[config.mk]
export PLATFORM = sky130hd
export DESIGN_NAME = rft_timer_control
export DESIGN_NICKNAME = d
export VERILOG_FILES = /design/src/rft_pkg.sv /design/src/rft_tick_if.sv /design/src/rft_timer_control.sv /design/src/rft_prescaler.sv /design/src/rft_down_counter.sv
export SDC_FILE = /design/constraint.sdc
export NUM_CORES = 1
export LEC_CHECK = 0
export ABC_AREA = 1
export BUFFER_PORTS_ARGS = -buffer_cell sky130_fd_sc_hd__buf_2
export CAP_MARGIN = 10
export CORE_ASPECT_RATIO = 0.8
export CORE_MARGIN = 3
export CORE_UTILIZATION = 35
export CTS_CLUSTER_DIAMETER = 40
export DETAILED_ROUTE_END_ITERATION = 8
export PLACE_DENSITY = 0.5
export SYNTH_ARGS = -nofsm -noshare
export SYNTH_HDL_FRONTEND = slang
export SYNTH_SLANG_ARGS = --single-unit
[constraint.sdc]
create_clock -name clk -period 6.1 [get_ports clk]
set_clock_uncertainty 0.05 [all_clocks]
set_input_delay 1.83 -clock clk [delete_from_list [all_inputs] [get_ports clk]]
set_output_delay 1.83 -clock clk [all_outputs]
set_load 0.03 [all_outputs]
[src/rft_pkg.sv]
// constants, register map and encodings of the rf timer control block
// Contract
// - timer control bits 7..5 choose the general purpose timer's extra start trigger
// - the start-general-purpose-timer command always starts the timer
// - trigger code 000 starts the timer from the command alone
// - trigger code 001 also starts the timer at end of reception
// - trigger code 010 also starts the timer at start of reception
// - trigger code 011 also starts the timer at end of transmission
// - peer mode with code 011: timer expiry switches own field off
// - peer mode with code 011: no-response start follows the peer start bit
// - bit 3 sets mask receive step: 64 or 512 carrier periods
// - peer mode bit 2: no-response starts at end of transmit or peer field on
// - bit 1 puts the no-response timer in payment compliance mode
// - bit 0 sets no-response step: 64 or 4096 carrier periods
// - the 16-bit timeout: upper byte first register, lower byte second
// - timeout counts in steps of eight carrier periods
// - timer expiry raises a maskable general purpose interrupt
// - no-response timeout without a response raises a no-response interrupt
package rft_pkg;

  localparam int unsigned APB_AW = 8;
  localparam int unsigned DATA_W = 32;
  localparam int unsigned REG_W  = 8;
  localparam int unsigned TMR_W  = 16;
  localparam int unsigned STEP_W = 13;

  // register indices; byte address is four times the index
  localparam logic [5:0] IDX_MODE_CTRL  = 6'h12;
  localparam logic [5:0] IDX_GP_HIGH    = 6'h13;
  localparam logic [5:0] IDX_GP_LOW     = 6'h14;
  localparam logic [5:0] IDX_IRQ_STATUS = 6'h1a;
  localparam logic [5:0] IDX_IRQ_MASK   = 6'h1b;
  localparam logic [5:0] IDX_GP_COUNT   = 6'h1c;
  localparam logic [5:0] IDX_NR_COUNT   = 6'h1d;

  // timer control fields
  localparam int unsigned TRIG_MSB      = 7;
  localparam int unsigned TRIG_LSB      = 5;
  localparam int unsigned MRT_STEP_BIT  = 3;
  localparam int unsigned NRT_PEER_BIT  = 2;
  localparam int unsigned NRT_PAY_BIT   = 1;
  localparam int unsigned NRT_STEP_BIT  = 0;
  localparam logic [7:0]  MODE_CTRL_RST = 8'h00;
  localparam logic [7:0]  MODE_CTRL_WM  = 8'hef;
  localparam logic [7:0]  GP_BYTE_RST   = 8'h00;

  // step sizes in carrier periods
  localparam logic [STEP_W-1:0] STEP_GP     = 13'h0008;
  localparam logic [STEP_W-1:0] STEP_SHORT  = 13'h0040;
  localparam logic [STEP_W-1:0] STEP_MRT_LG = 13'h0200;
  localparam logic [STEP_W-1:0] STEP_NRT_LG = 13'h1000;

  // interrupt status layout
  localparam int unsigned IRQ_W       = 2;
  localparam int unsigned IRQ_GP_BIT  = 0;
  localparam int unsigned IRQ_NRT_BIT = 1;
  localparam int unsigned GP_RUN_BIT  = 2;
  localparam int unsigned NR_RUN_BIT  = 3;

  typedef enum logic [2:0] {
    TRIG_CMD_ONLY = 3'h0,
    TRIG_RX_END   = 3'h1,
    TRIG_RX_START = 3'h2,
    TRIG_TX_END   = 3'h3
  } rft_trig_t;

endpackage

[src/rft_tick_if.sv]
// bundle between the timer control and one down counter
`timescale 1ns/1ns
interface rft_tick_if;
  import rft_pkg::*;
  logic             start;
  logic             stop;
  logic [TMR_W-1:0] load;
  logic             tick;
  logic             expire;
  logic             running;
  logic [TMR_W-1:0] count;
  modport ctrl (output start, stop, load, tick, input expire, running, count);
  modport cnt  (input start, stop, load, tick, output expire, running, count);
endinterface

[src/rft_timer_control.sv]
// general purpose and no-response timer control with apb registers
//
// Register access over APB was chosen for this implementation.
`timescale 1ns/1ns
module rft_timer_control
  import rft_pkg::*;
#(
  parameter int unsigned CLK_HZ     = 25000000,
  parameter int unsigned CARRIER_HZ = 13560000
) (
  // clock and reset
  input  wire logic              clk,
  input  wire logic              reset_n,
  // apb slave
  input  wire logic [APB_AW-1:0] paddr,
  input  wire logic              psel,
  input  wire logic              penable,
  input  wire logic              pwrite,
  input  wire logic [DATA_W-1:0] pwdata,
  output logic      [DATA_W-1:0] prdata,
  output logic                   pready,
  output logic                   pslverr,
  // commands and frame events, one-cycle pulses
  input  wire logic              startGpCmd,
  input  wire logic              startNrCmd,
  input  wire logic              rxEnd,
  input  wire logic              rxStart,
  input  wire logic              txEnd,
  input  wire logic              peerFieldOn,
  input  wire logic              responseSeen,
  // mode and no-response timeout from outside
  input  wire logic              active_peer_mode,
  input  wire logic [TMR_W-1:0]  nrTimeout,
  // results
  output logic                   irq,
  output logic                   fieldOffReq,
  output logic                   maskRxTick,
  output logic                   nrPayMode
);

  // refuse rates the accumulator cannot serve
  if (CARRIER_HZ == 0 || CLK_HZ == 0 || CARRIER_HZ > 8 * CLK_HZ) begin : g_bad_rate
    $error("rft_timer_control: unusable clock or carrier rate");
  end

  // register state
  logic [REG_W-1:0] ctrl_q;
  logic [REG_W-1:0] gpHigh_q;
  logic [REG_W-1:0] gpLow_q;
  logic [IRQ_W-1:0] stat_q;
  logic [IRQ_W-1:0] stat_d;
  logic [IRQ_W-1:0] mask_q;
  logic             pready_q;
  logic             pslverr_q;
  logic [DATA_W-1:0] prdata_q;
  logic             irq_q;
  logic             fieldOff_q;

  // bus decode
  logic              setupPh;
  logic              wrEn;
  logic [5:0]        regIdx;
  logic              addrHit;
  logic [DATA_W-1:0] rdValue;

  // control decode
  rft_trig_t         trig;
  logic              extraStart;
  logic              gpStart;
  logic              peerTxMode;
  logic              nrAuto;
  logic              nrStart;
  logic              nrStop;
  logic [STEP_W-1:0] nrStep;
  logic [STEP_W-1:0] mrStep;

  // counter bundles
  rft_tick_if gpBus ();
  rft_tick_if nrBus ();

  // apb front end

  assign setupPh = psel && !penable;
  assign wrEn    = psel && penable && pready_q && pwrite;
  assign regIdx  = paddr[7:2];

  // address decode and read mux
  always_comb begin
    addrHit = 1'b1;
    rdValue = '0;
    case (regIdx)
      IDX_MODE_CTRL:  rdValue[REG_W-1:0] = ctrl_q;
      IDX_GP_HIGH:    rdValue[REG_W-1:0] = gpHigh_q;
      IDX_GP_LOW:     rdValue[REG_W-1:0] = gpLow_q;
      IDX_IRQ_STATUS: begin
        rdValue[IRQ_W-1:0] = stat_q;
        rdValue[GP_RUN_BIT] = gpBus.running;
        rdValue[NR_RUN_BIT] = nrBus.running;
      end
      IDX_IRQ_MASK:   rdValue[IRQ_W-1:0] = mask_q;
      IDX_GP_COUNT:   rdValue[TMR_W-1:0] = gpBus.count;
      IDX_NR_COUNT:   rdValue[TMR_W-1:0] = nrBus.count;
      default:        addrHit = 1'b0;
    endcase
  end

  // answer in the first access cycle: ready follows setup by one edge
  always_ff @(posedge clk) begin
    if (!reset_n) begin
      pready_q <= 1'b0;
    end else begin
      pready_q <= setupPh;
    end
  end

  // error flag for unmapped addresses, raised with ready
  always_ff @(posedge clk) begin
    if (!reset_n) begin
      pslverr_q <= 1'b0;
    end else begin
      pslverr_q <= setupPh && !addrHit;
    end
  end

  // read data captured at setup, held through the access cycle
  always_ff @(posedge clk) begin
    if (!reset_n) begin
      prdata_q <= '0;
    end else if (setupPh) begin
      prdata_q <= pwrite ? '0 : rdValue;
    end
  end

  // software registers

  // timer control, reserved bit 4 stays zero
  always_ff @(posedge clk) begin
    if (!reset_n) begin
      ctrl_q <= MODE_CTRL_RST;
    end else if (wrEn && regIdx == IDX_MODE_CTRL) begin
      ctrl_q <= pwdata[REG_W-1:0] & MODE_CTRL_WM;
    end
  end

  // timeout byte split
  // upper timeout byte in the first timer register
  always_ff @(posedge clk) begin
    if (!reset_n) begin
      gpHigh_q <= GP_BYTE_RST;
    end else if (wrEn && regIdx == IDX_GP_HIGH) begin
      gpHigh_q <= pwdata[REG_W-1:0];
    end
  end

  // lower timeout byte in the second timer register
  always_ff @(posedge clk) begin
    if (!reset_n) begin
      gpLow_q <= GP_BYTE_RST;
    end else if (wrEn && regIdx == IDX_GP_LOW) begin
      gpLow_q <= pwdata[REG_W-1:0];
    end
  end

  // interrupt mask, a one suppresses the matching source
  always_ff @(posedge clk) begin
    if (!reset_n) begin
      mask_q <= '0;
    end else if (wrEn && regIdx == IDX_IRQ_MASK) begin
      mask_q <= pwdata[IRQ_W-1:0];
    end
  end

  // trigger selection

  assign trig = rft_trig_t'(ctrl_q[TRIG_MSB:TRIG_LSB]);

  // trigger field decode
  // extra start source chosen by the trigger code
  always_comb begin
    case (trig)
      TRIG_CMD_ONLY: extraStart = 1'b0;
      TRIG_RX_END:   extraStart = rxEnd;
      TRIG_RX_START: extraStart = rxStart;
      TRIG_TX_END:   extraStart = txEnd;
      default:       extraStart = 1'b0;
    endcase
  end

  assign gpStart = startGpCmd || extraStart;

  // peer mode with the end-of-transmit trigger selected
  assign peerTxMode = active_peer_mode && (trig == TRIG_TX_END);

  // no-response start and stop

  always_comb begin
    if (!active_peer_mode) begin
      nrAuto = txEnd;
    end else if (peerTxMode) begin
      nrAuto = ctrl_q[NRT_PEER_BIT] ? peerFieldOn : txEnd;
    end else begin
      nrAuto = 1'b0;
    end
  end

  // a zero timeout leaves the no-response timer stopped
  assign nrStart = (startNrCmd || nrAuto) && (nrTimeout != '0);

  // compliance mode keeps timing
  // a response stops the timer only in the ordinary mode
  assign nrStop = responseSeen && !ctrl_q[NRT_PAY_BIT];

  // step sizes

  assign nrStep = ctrl_q[NRT_STEP_BIT] ? STEP_NRT_LG : STEP_SHORT;
  assign mrStep = ctrl_q[MRT_STEP_BIT] ? STEP_MRT_LG : STEP_SHORT;

  // eight carrier periods
  // step ticks of the general purpose timer, phase restarted by a start
  rft_prescaler #(
    .CLK_HZ     (CLK_HZ),
    .CARRIER_HZ (CARRIER_HZ)
  ) u_gp_pre (
    .clk     (clk),
    .reset_n (reset_n),
    .clear   (gpStart),
    .periods (STEP_GP),
    .tick    (gpBus.tick)
  );

  // step ticks of the no-response timer
  rft_prescaler #(
    .CLK_HZ     (CLK_HZ),
    .CARRIER_HZ (CARRIER_HZ)
  ) u_nr_pre (
    .clk     (clk),
    .reset_n (reset_n),
    .clear   (nrStart),
    .periods (nrStep),
    .tick    (nrBus.tick)
  );

  // mask receive step pulses, phase aligned to end of transmit
  rft_prescaler #(
    .CLK_HZ     (CLK_HZ),
    .CARRIER_HZ (CARRIER_HZ)
  ) u_mr_pre (
    .clk     (clk),
    .reset_n (reset_n),
    .clear   (txEnd),
    .periods (mrStep),
    .tick    (maskRxTick)
  );

  // counters

  assign gpBus.start = gpStart;
  assign gpBus.stop  = 1'b0;
  assign gpBus.load  = {gpHigh_q, gpLow_q};

  assign nrBus.start = nrStart;
  assign nrBus.stop  = nrStop;
  assign nrBus.load  = nrTimeout;

  rft_down_counter u_gp_cnt (
    .clk     (clk),
    .reset_n (reset_n),
    .port    (gpBus.cnt)
  );

  rft_down_counter u_nr_cnt (
    .clk     (clk),
    .reset_n (reset_n),
    .port    (nrBus.cnt)
  );

  // interrupts

  // sticky status, a hardware set wins over a same-cycle clear
  always_comb begin
    stat_d = stat_q;
    if (wrEn && regIdx == IDX_IRQ_STATUS) begin
      stat_d = stat_q & ~pwdata[IRQ_W-1:0];
    end
    if (gpBus.expire) begin
      stat_d[IRQ_GP_BIT] = 1'b1;
    end
    if (nrBus.expire) begin
      stat_d[IRQ_NRT_BIT] = 1'b1;
    end
  end

  always_ff @(posedge clk) begin
    if (!reset_n) begin
      stat_q <= '0;
    end else begin
      stat_q <= stat_d;
    end
  end

  // mask gates the line
  // level interrupt from unmasked status bits
  always_ff @(posedge clk) begin
    if (!reset_n) begin
      irq_q <= 1'b0;
    end else begin
      irq_q <= |(stat_q & ~mask_q);
    end
  end

  // field control

  always_ff @(posedge clk) begin
    if (!reset_n) begin
      fieldOff_q <= 1'b0;
    end else begin
      fieldOff_q <= gpBus.expire && peerTxMode;
    end
  end

  // outputs
  assign prdata      = prdata_q;
  assign pready      = pready_q;
  assign pslverr     = pslverr_q;
  assign irq         = irq_q;
  assign fieldOffReq = fieldOff_q;
  assign nrPayMode   = ctrl_q[NRT_PAY_BIT];

endmodule

[src/rft_prescaler.sv]
// fractional step tick generator from the carrier rate
`timescale 1ns/1ns
module rft_prescaler
  import rft_pkg::*;
#(
  parameter int unsigned CLK_HZ     = 25000000,
  parameter int unsigned CARRIER_HZ = 13560000,
  parameter int unsigned ACC_W      = 40
) (
  // clock and reset
  input  wire logic              clk,
  input  wire logic              reset_n,
  // control
  input  wire logic              clear,
  input  wire logic [STEP_W-1:0] periods,
  // step pulse
  output logic                   tick
);
  logic [ACC_W-1:0] acc_q;
  logic [ACC_W-1:0] limit;
  logic [ACC_W-1:0] sum;

  // refuse an accumulator too narrow for the longest step, or a dead carrier
  if (ACC_W > 62 || CARRIER_HZ == 0 ||
      (64'd1 << ACC_W) <= (64'd1 << STEP_W) * 64'(CLK_HZ)) begin : g_bad_acc
    $error("rft_prescaler: accumulator too narrow");
  end

  // one step lasts periods carrier cycles, measured in clk units
  assign limit = ACC_W'(periods) * ACC_W'(CLK_HZ);
  assign sum   = acc_q + ACC_W'(CARRIER_HZ);

  // accumulate carrier phase, pulse when a step is complete
  always_ff @(posedge clk) begin
    if (!reset_n || clear) begin
      acc_q <= '0;
      tick  <= 1'b0;
    end else if (sum >= limit) begin
      acc_q <= sum - limit;
      tick  <= 1'b1;
    end else begin
      acc_q <= sum;
      tick  <= 1'b0;
    end
  end
endmodule

[src/rft_down_counter.sv]
// reloadable step down counter with expiry pulse
`timescale 1ns/1ns
module rft_down_counter
  import rft_pkg::*;
(
  // clock and reset
  input wire logic clk,
  input wire logic reset_n,
  // control and result
  rft_tick_if.cnt  port
);
  logic [TMR_W-1:0] count_q;
  logic             run_q;
  logic             exp_q;

  // start reloads, ticks count down, last tick expires
  always_ff @(posedge clk) begin
    if (!reset_n) begin
      count_q <= '0;
      run_q   <= 1'b0;
      exp_q   <= 1'b0;
    end else if (port.start) begin
      count_q <= port.load;
      run_q   <= 1'b1;
      exp_q   <= 1'b0;
    end else if (port.stop) begin
      run_q <= 1'b0;
      exp_q <= 1'b0;
    end else if (run_q && port.tick) begin
      count_q <= (count_q > TMR_W'(1)) ? count_q - TMR_W'(1) : '0;
      run_q   <= count_q > TMR_W'(1);
      exp_q   <= count_q <= TMR_W'(1);
    end else begin
      exp_q <= 1'b0;
    end
  end

  assign port.expire  = exp_q;
  assign port.running = run_q;
  assign port.count   = count_q;
endmodule

# Yosys cells after proc, flatten, opt, wreduce, memory -nomap -nowiden
# Index checks and enable logic that the tools add are counted.
[classes]
reduce_logical = 36
div_mod_pow = 0
add_sub_neg = 8
eq_ne = 11
multipliers = 2
bitwise = 7
muxes = 33
n_lt_le_gt_ge = 7
n_shift = 0
[op_table]
columns = ["cell", "count"]
rows = [
  ["$mux W16", 8],
  ["$add A40 B24 Y40 const B", 3],
  ["$mux W40", 3],
  ["$ge A40 B38 Y1", 2],
  ["$sub A40 B38 Y40", 2],
  ["$eq A6 B5 Y1 const B", 7],
  ["$ge A40 B28 Y1 const B", 1],
  ["$sub A40 B28 Y40 const B", 1],
  ["$gt A16 B1 Y1 const B", 2],
  ["$le A16 B1 Y1 const B", 2],
  ["$mul A13 B19 Y32 const B", 1],
  ["$sub A16 B1 Y16 const B", 2],
  ["$mul A10 B19 Y29 const B", 1],
  ["$pmux W4 S5", 1],
  ["$logic_and A1 B1 Y1", 16],
  ["$pmux W8 S2", 1],
  ["$reduce_bool A16 Y1", 1],
  ["$mux W1", 14],
  ["$pmux W2 S7", 1],
  ["$mux W13", 1],
  ["$pmux W2 S6", 1],
  ["$mux W10", 1],
  ["$reduce_bool A2 Y1", 4],
  ["$reduce_or A7 Y1", 1],
  ["15 further kinds", 27],
]
[totals]
rom_bits = 0
mem_count = 0
wordCells = 127
ramBits = 0
output_inout_bits = 38
latchBits = 0
regBits = 222

# Depth between registers and ports, before layout
[depth]
depth_word = 8
mapped_depth = 23
depth_no_buf = 23

# Modules after synthesis
# A second synthesis with hierarchy kept.
[hier_totals]
hier_cells = 4821
area_unflattened_um2 = 32180.9
[by_module_without_submodules]
columns = ["module", "n_inst", "area_per_inst_um2", "cells_each"]
rows = [
  ["rft_prescaler (u_mr_pre)", 1, 9165.0, 1375],
  ["rft_prescaler (u_gp_pre)", 1, 9080.0, 1381],
  ["rft_prescaler (u_nr_pre)", 1, 8755.9, 1314],
  ["rft_timer_control", 1, 2657.5, 389],
  ["rft_down_counter", 2, 1261.2, 181],
]

# Worst setup path after synthesis
# OpenSTA, ideal clock, no wires.
[synth_timing]
path_type = "in2reg"
startpoint = "input nrTimeout[8]"
endpoint = "register u_nr_cnt.count_q[8], in the netlist u_nr_cnt.port.count[8]"
required_time_ps = 5980
setup_slack_ps = 2565
cell_stages = 11
arrival_time_ps = 3414
n_path_buf = 1
path_cell_list = "nor4_1 -> nand4_1 -> nand2_1 -> clkinv_1 -> nor2_1 -> inv_1 -> clkbuf_1 -> nand3_1 -> xor2_1 -> o21ai_0 -> a21oi_1"
[synth_via]
elab_chain_cells = 4
[synth_lines]
columns = ["element", "line_no", "rtl"]
rows = [
  ["start: declaration", "rft_timer_control.sv:33", "input wire logic [TMR_W-1:0] nrTimeout,"],
  ["$reduce_bool A16 Y1", "rft_timer_control.sv:207", "assign nrStart = (startNrCmd || nrAuto) && (nrTimeout != '0);"],
  ["$logic_and A1 B1 Y1", "rft_timer_control.sv:207", ""],
  ["$ne A2 B1 Y1 (no source line) / $reduce_bool A2 Y1 (equally long branches)", "-", ""],
  ["$reduce_and A2 Y1 (no source line)", "-", ""],
  ["end signal: assignment", "rft_down_counter.sv:23", "count_q <= port.load;"],
  ["end signal: assignment", "rft_down_counter.sv:30", "count_q <= (count_q > TMR_W'(1)) ? count_q - TMR_W'(1) : '0;"],
  ["end: declaration", "rft_down_counter.sv:12", "logic [TMR_W-1:0] count_q;"],
]
# Several ways; a longest one is shown, not always the timed one.
# A chain may end at the register's enable or synchronous reset.

# Worst setup path in the final report
[layout_timing]
startpoint = "register u_nr_pre.acc_q[20]"
endpoint = "register u_nr_pre.acc_q[34]"
[layout_via]
elab_chain_cells = 3
[layout_lines]
columns = ["element", "line_no", "rtl"]
rows = [
  ["start: declaration", "rft_prescaler.sv:19", "logic [ACC_W-1:0] acc_q;"],
  ["start signal: assignment", "rft_prescaler.sv:39", "acc_q <= sum - limit;"],
  ["start signal: assignment", "rft_prescaler.sv:42", "acc_q <= sum;"],
  ["$add A40 B24 Y40 *", "rft_prescaler.sv:31", "assign sum = acc_q + ACC_W'(CARRIER_HZ);"],
  ["$sub A40 B38 Y40 / $ge A40 B38 Y1 (equally long branches)", "rft_prescaler.sv:39, rft_prescaler.sv:38", ""],
  ["$mux W40 *", "rft_prescaler.sv:38", "end else if (sum >= limit) begin"],
]
# Mark *: on every way between the ends. The rest lies on a longest branch, timed or not.

==> impl_results.md <==
* Status: finished, final reports clean
* Max frequency at 234 MHz
* Core Box Area at 43700 um2
* Fin Setup TNS at 0 ns
* Setup violators final at 0
* Total CTS buffers at 17
* Worst-Margin Slew at 1.07 ns
* Seq pwr share at 21.5%
* WP data required at 6.46 ns
* Vias in the first global route at 15700
* Static leakage power at 8.02 nW
* Place WS at 1.42 ns
* HP Class: flop to flop
* Initial DRC Count at 1596
* All-Layer GR Usage at 22.0%
* P&R area growth vs syn at 8.67%
* Syn Inst Count at 2688
* Seq/Total Area, Yosys at 24.0%
* Yosys reg bits at 188
* Post-route DRC at 0
* WL/cell at 15.8 um
* Num rows at 68
* Min Tclk post-route at 4.27 ns
* Max-cap viol count at 0
* RSZ-0062 raised after global routing: false
* Slew Limit Fails at 0
* CTS tree: done
* Clock-pin slew on the worst setup and hold paths at 0.09 ns
* Clock share of power at 14.3%
* Clock Tree Buf Depth at 2
* P_sw at 0.00459 W
* Relative slew slack at 28.4%
* CTS Root Cell: clkbuf_16
* Antenna Nets Post-Route at 0
* Die area at 47500 um2
* Crit path max fanout at 22
* Synth warnings at 0
* Die Ht at 195 um
* Grt ovf at 0
* PD cells at 479 nW/um2
* Share of layout cells above drive strength 1 at 8.49%
* Routed wire length at 52800 um
* Synth area leaders: dfxtp_1 24%, nand2_1 18%, nor2_1 9.3%
* Via count at 17100
* Reg2reg setup slack at 1.83 ns
* Ant. Diodes at 0
* Final worst slack at 1.83 ns
* Die X at 243 um
* Worst setup EP type: flop
* Layout fillers at 4910
* Largest net degree at the start of global routing at 54
* Combinational group share of total power at 64.3%
* Post_cts resized at 0
* Kind of critical path: flop to flop
* Final HPWL DP at 41900 um
* Synth Cell Area at 15700 um2
* Post-CTS setup buffer count at 0
* Gpl congestion at 0.930
* IO buf count at 64
* Post-synthesis cell type count at 53
* Final Net Count at 2834
* Clock Latency Late Sink at 0.48 ns
* Initial Utilization at 35.9%
* Via/cell ratio at 5.13
* Pint at 0.00359 W
* Hold Vio Cnt, Final at 0
* Post-synth top area share at 24.0%
* Crit start category: flop
* CTS sink count at 188
* First-pass GRT wire length at 84400 um
* Synth area leader: dfxtp_1
* Final Util at 39.0%
* Initial antenna violation count at 1
* Avg Cell Area, Syn at 5.84 um2
* Peak VDD IR at 0.340 mV
* I/O pins at 107
* Drt first pass iters at 5
* CTS Hold Bufs at 0
* Final period util at 70.1%
* CTS H-tree lvls at 4
* Switch share at 56.1%
* Arrival time worst endpoint at 4.63 ns
## per-stage QoR
stage	instances	instance area, um2	total power [W]	hold WS, ns
after CTS	3339	17100	0.00812	0.397
final	3339	17100	0.00818	0.396
after global placement	3307	16500	0.00691	0.373
after global routing	3339	17100	0.00897	0.417
after floorplan	2703	15800	0.00589	0.359
after detailed placement	3307	16500	0.00692	0.384
## registers in the layout, indices dropped and copies added (netlist names), 2 cells and up
signal               count
u_nr_pre.acc_q          34
stat_q                   2
gpLow_q                  8
u_gp_pre.acc_q          34
gpHigh_q                 8
u_nr_cnt.port.count     16
u_mr_pre.acc_q          34
u_gp_cnt.port.count     16
mask_q                   2
ctrl_q                   7
prdata                  16
## layout by cell type, fill, tap and decap left out, drive strengths merged, types with 11 or more instances in the layout
| master | n |
|---|---|
| xnor2 | 13 |
| o22ai | 14 |
| xor2 | 85 |
| buf | 71 |
| conb | 16 |
| clkinv | 11 |
| nand3 | 274 |
| a221oi | 14 |
| inv | 347 |
| nand4 | 56 |
| ha | 34 |
| o21ai | 99 |
| clkbuf | 18 |
| nand2 | 805 |
| nor3 | 47 |
| nor2 | 431 |
| nand3b | 19 |
| a21oi | 143 |
| dfxtp | 188 |
## routing by layer
metal | up-vias | track usage, % | share of wire [%]
li1 | 8684 | - | -
met1 | 7847 | 33.9 | 53
met2 | 540 | 31.6 | 40
met3 | 52 | 3.45 | 6.0
met4 | 2 | 5.31 | 1.6
met5 | - | 0 | 0.013
## synthesized netlist by cell type (all sizes together)
library cell and number:
a21boi 2, xnor2 13, o21a 3, inv 341
o21bai 4, buf 33, nor3b 1, clkinv 5
a21o 3, a32oi 2, or2 7, xor2 85
nand3b 19, ha 34, nand4 56, conb 1
a221o 1, dfxtp 188, o211a 1, a221oi 14
a21oi 143, o211ai 4, o21ai 99, o2111ai 2
and3 2, nor2 431, nor4 10, o221ai 2
nor3 47, o22ai 14, nand3 274, nand2 805
a31oi 6, and2 6, a22o 1, clkbuf 29
## cell type report
class / count / area, um2 / area share (%)
Tap cell: 595 / 744 / 4.36
Inverter: 346 / 1300 / 7.63
Timing Repair Buffer: 71 / 373 / 2.19
Multi-Input combinational cell: 2107 / 10300 / 60.3
Clock buffer: 18 / 429 / 2.52
Sequential cell: 188 / 3760 / 22.1
Clock inverter: 14 / 156 / 0.917
## worst max-delay path, stage by stage, from the launching register on
cell and delay [ns]:
dfxtp_1 0.45, inv_1 0.10, nor2_1 0.18, nand2_1 0.11
nor2_1 0.17, nand3_1 0.10, nand3_1 0.13, inv_1 0.07
nor4_1 0.22, xor2_1 0.34, ha_1 0.36, a21oi_1 0.23
o21ai_1 0.11, nand2_1 0.09, nand3_2 0.08, nor2_4 0.55
nand2_4 0.32, inv_2 0.31, nor2_1 0.12, nor2_1 0.10
## path summary, 6_finish.rpt
path	from	depth (start not counted)	endpoint
worst min-delay path	u_gp_pre.acc_q[6]	1	u_gp_pre.acc_q[6]
worst max-delay path	u_nr_pre.acc_q[20]	19	u_nr_pre.acc_q[34]
worst min register to register	u_gp_pre.acc_q[6]	1	u_gp_pre.acc_q[6]
worst max register to register	u_nr_pre.acc_q[20]	19	u_nr_pre.acc_q[34]
## power groups by stage
| stage | clock [W] | sequential [W] | combinational [W] |
|---|---|---|---|
| 2_1_floorplan | 0 | 0.00168 | 0.00421 |
| 3_3_place_gp | 0 | 0.00178 | 0.00513 |
| 3_5_place_dp | 0 | 0.00178 | 0.00514 |
| 4_1_cts | 0.00120 | 0.00175 | 0.00517 |
| 5_1_grt | 0.00124 | 0.00179 | 0.00595 |
| 6_report | 0.00117 | 0.00176 | 0.00526 |
## kinds of logic (layout without fill, tap and decap cells)
kind of cell / count (synthesis) / after routing / share of synthesized area, %
and+or+nand+nor: 1658 / 1658 / 46.2
buffers and inverters: 408 / 449 / 10.8
AOI/OAI and AO/OA: 301 / 301 / 10.6
DFF: 188 / 188 / 24.0
xor gates and xnor gates: 98 / 98 / 5.61
adders and majority gates: 34 / 34 / 2.71
other: 1 / 16 / 0.0239
Power figures use the tool's default switching activity.
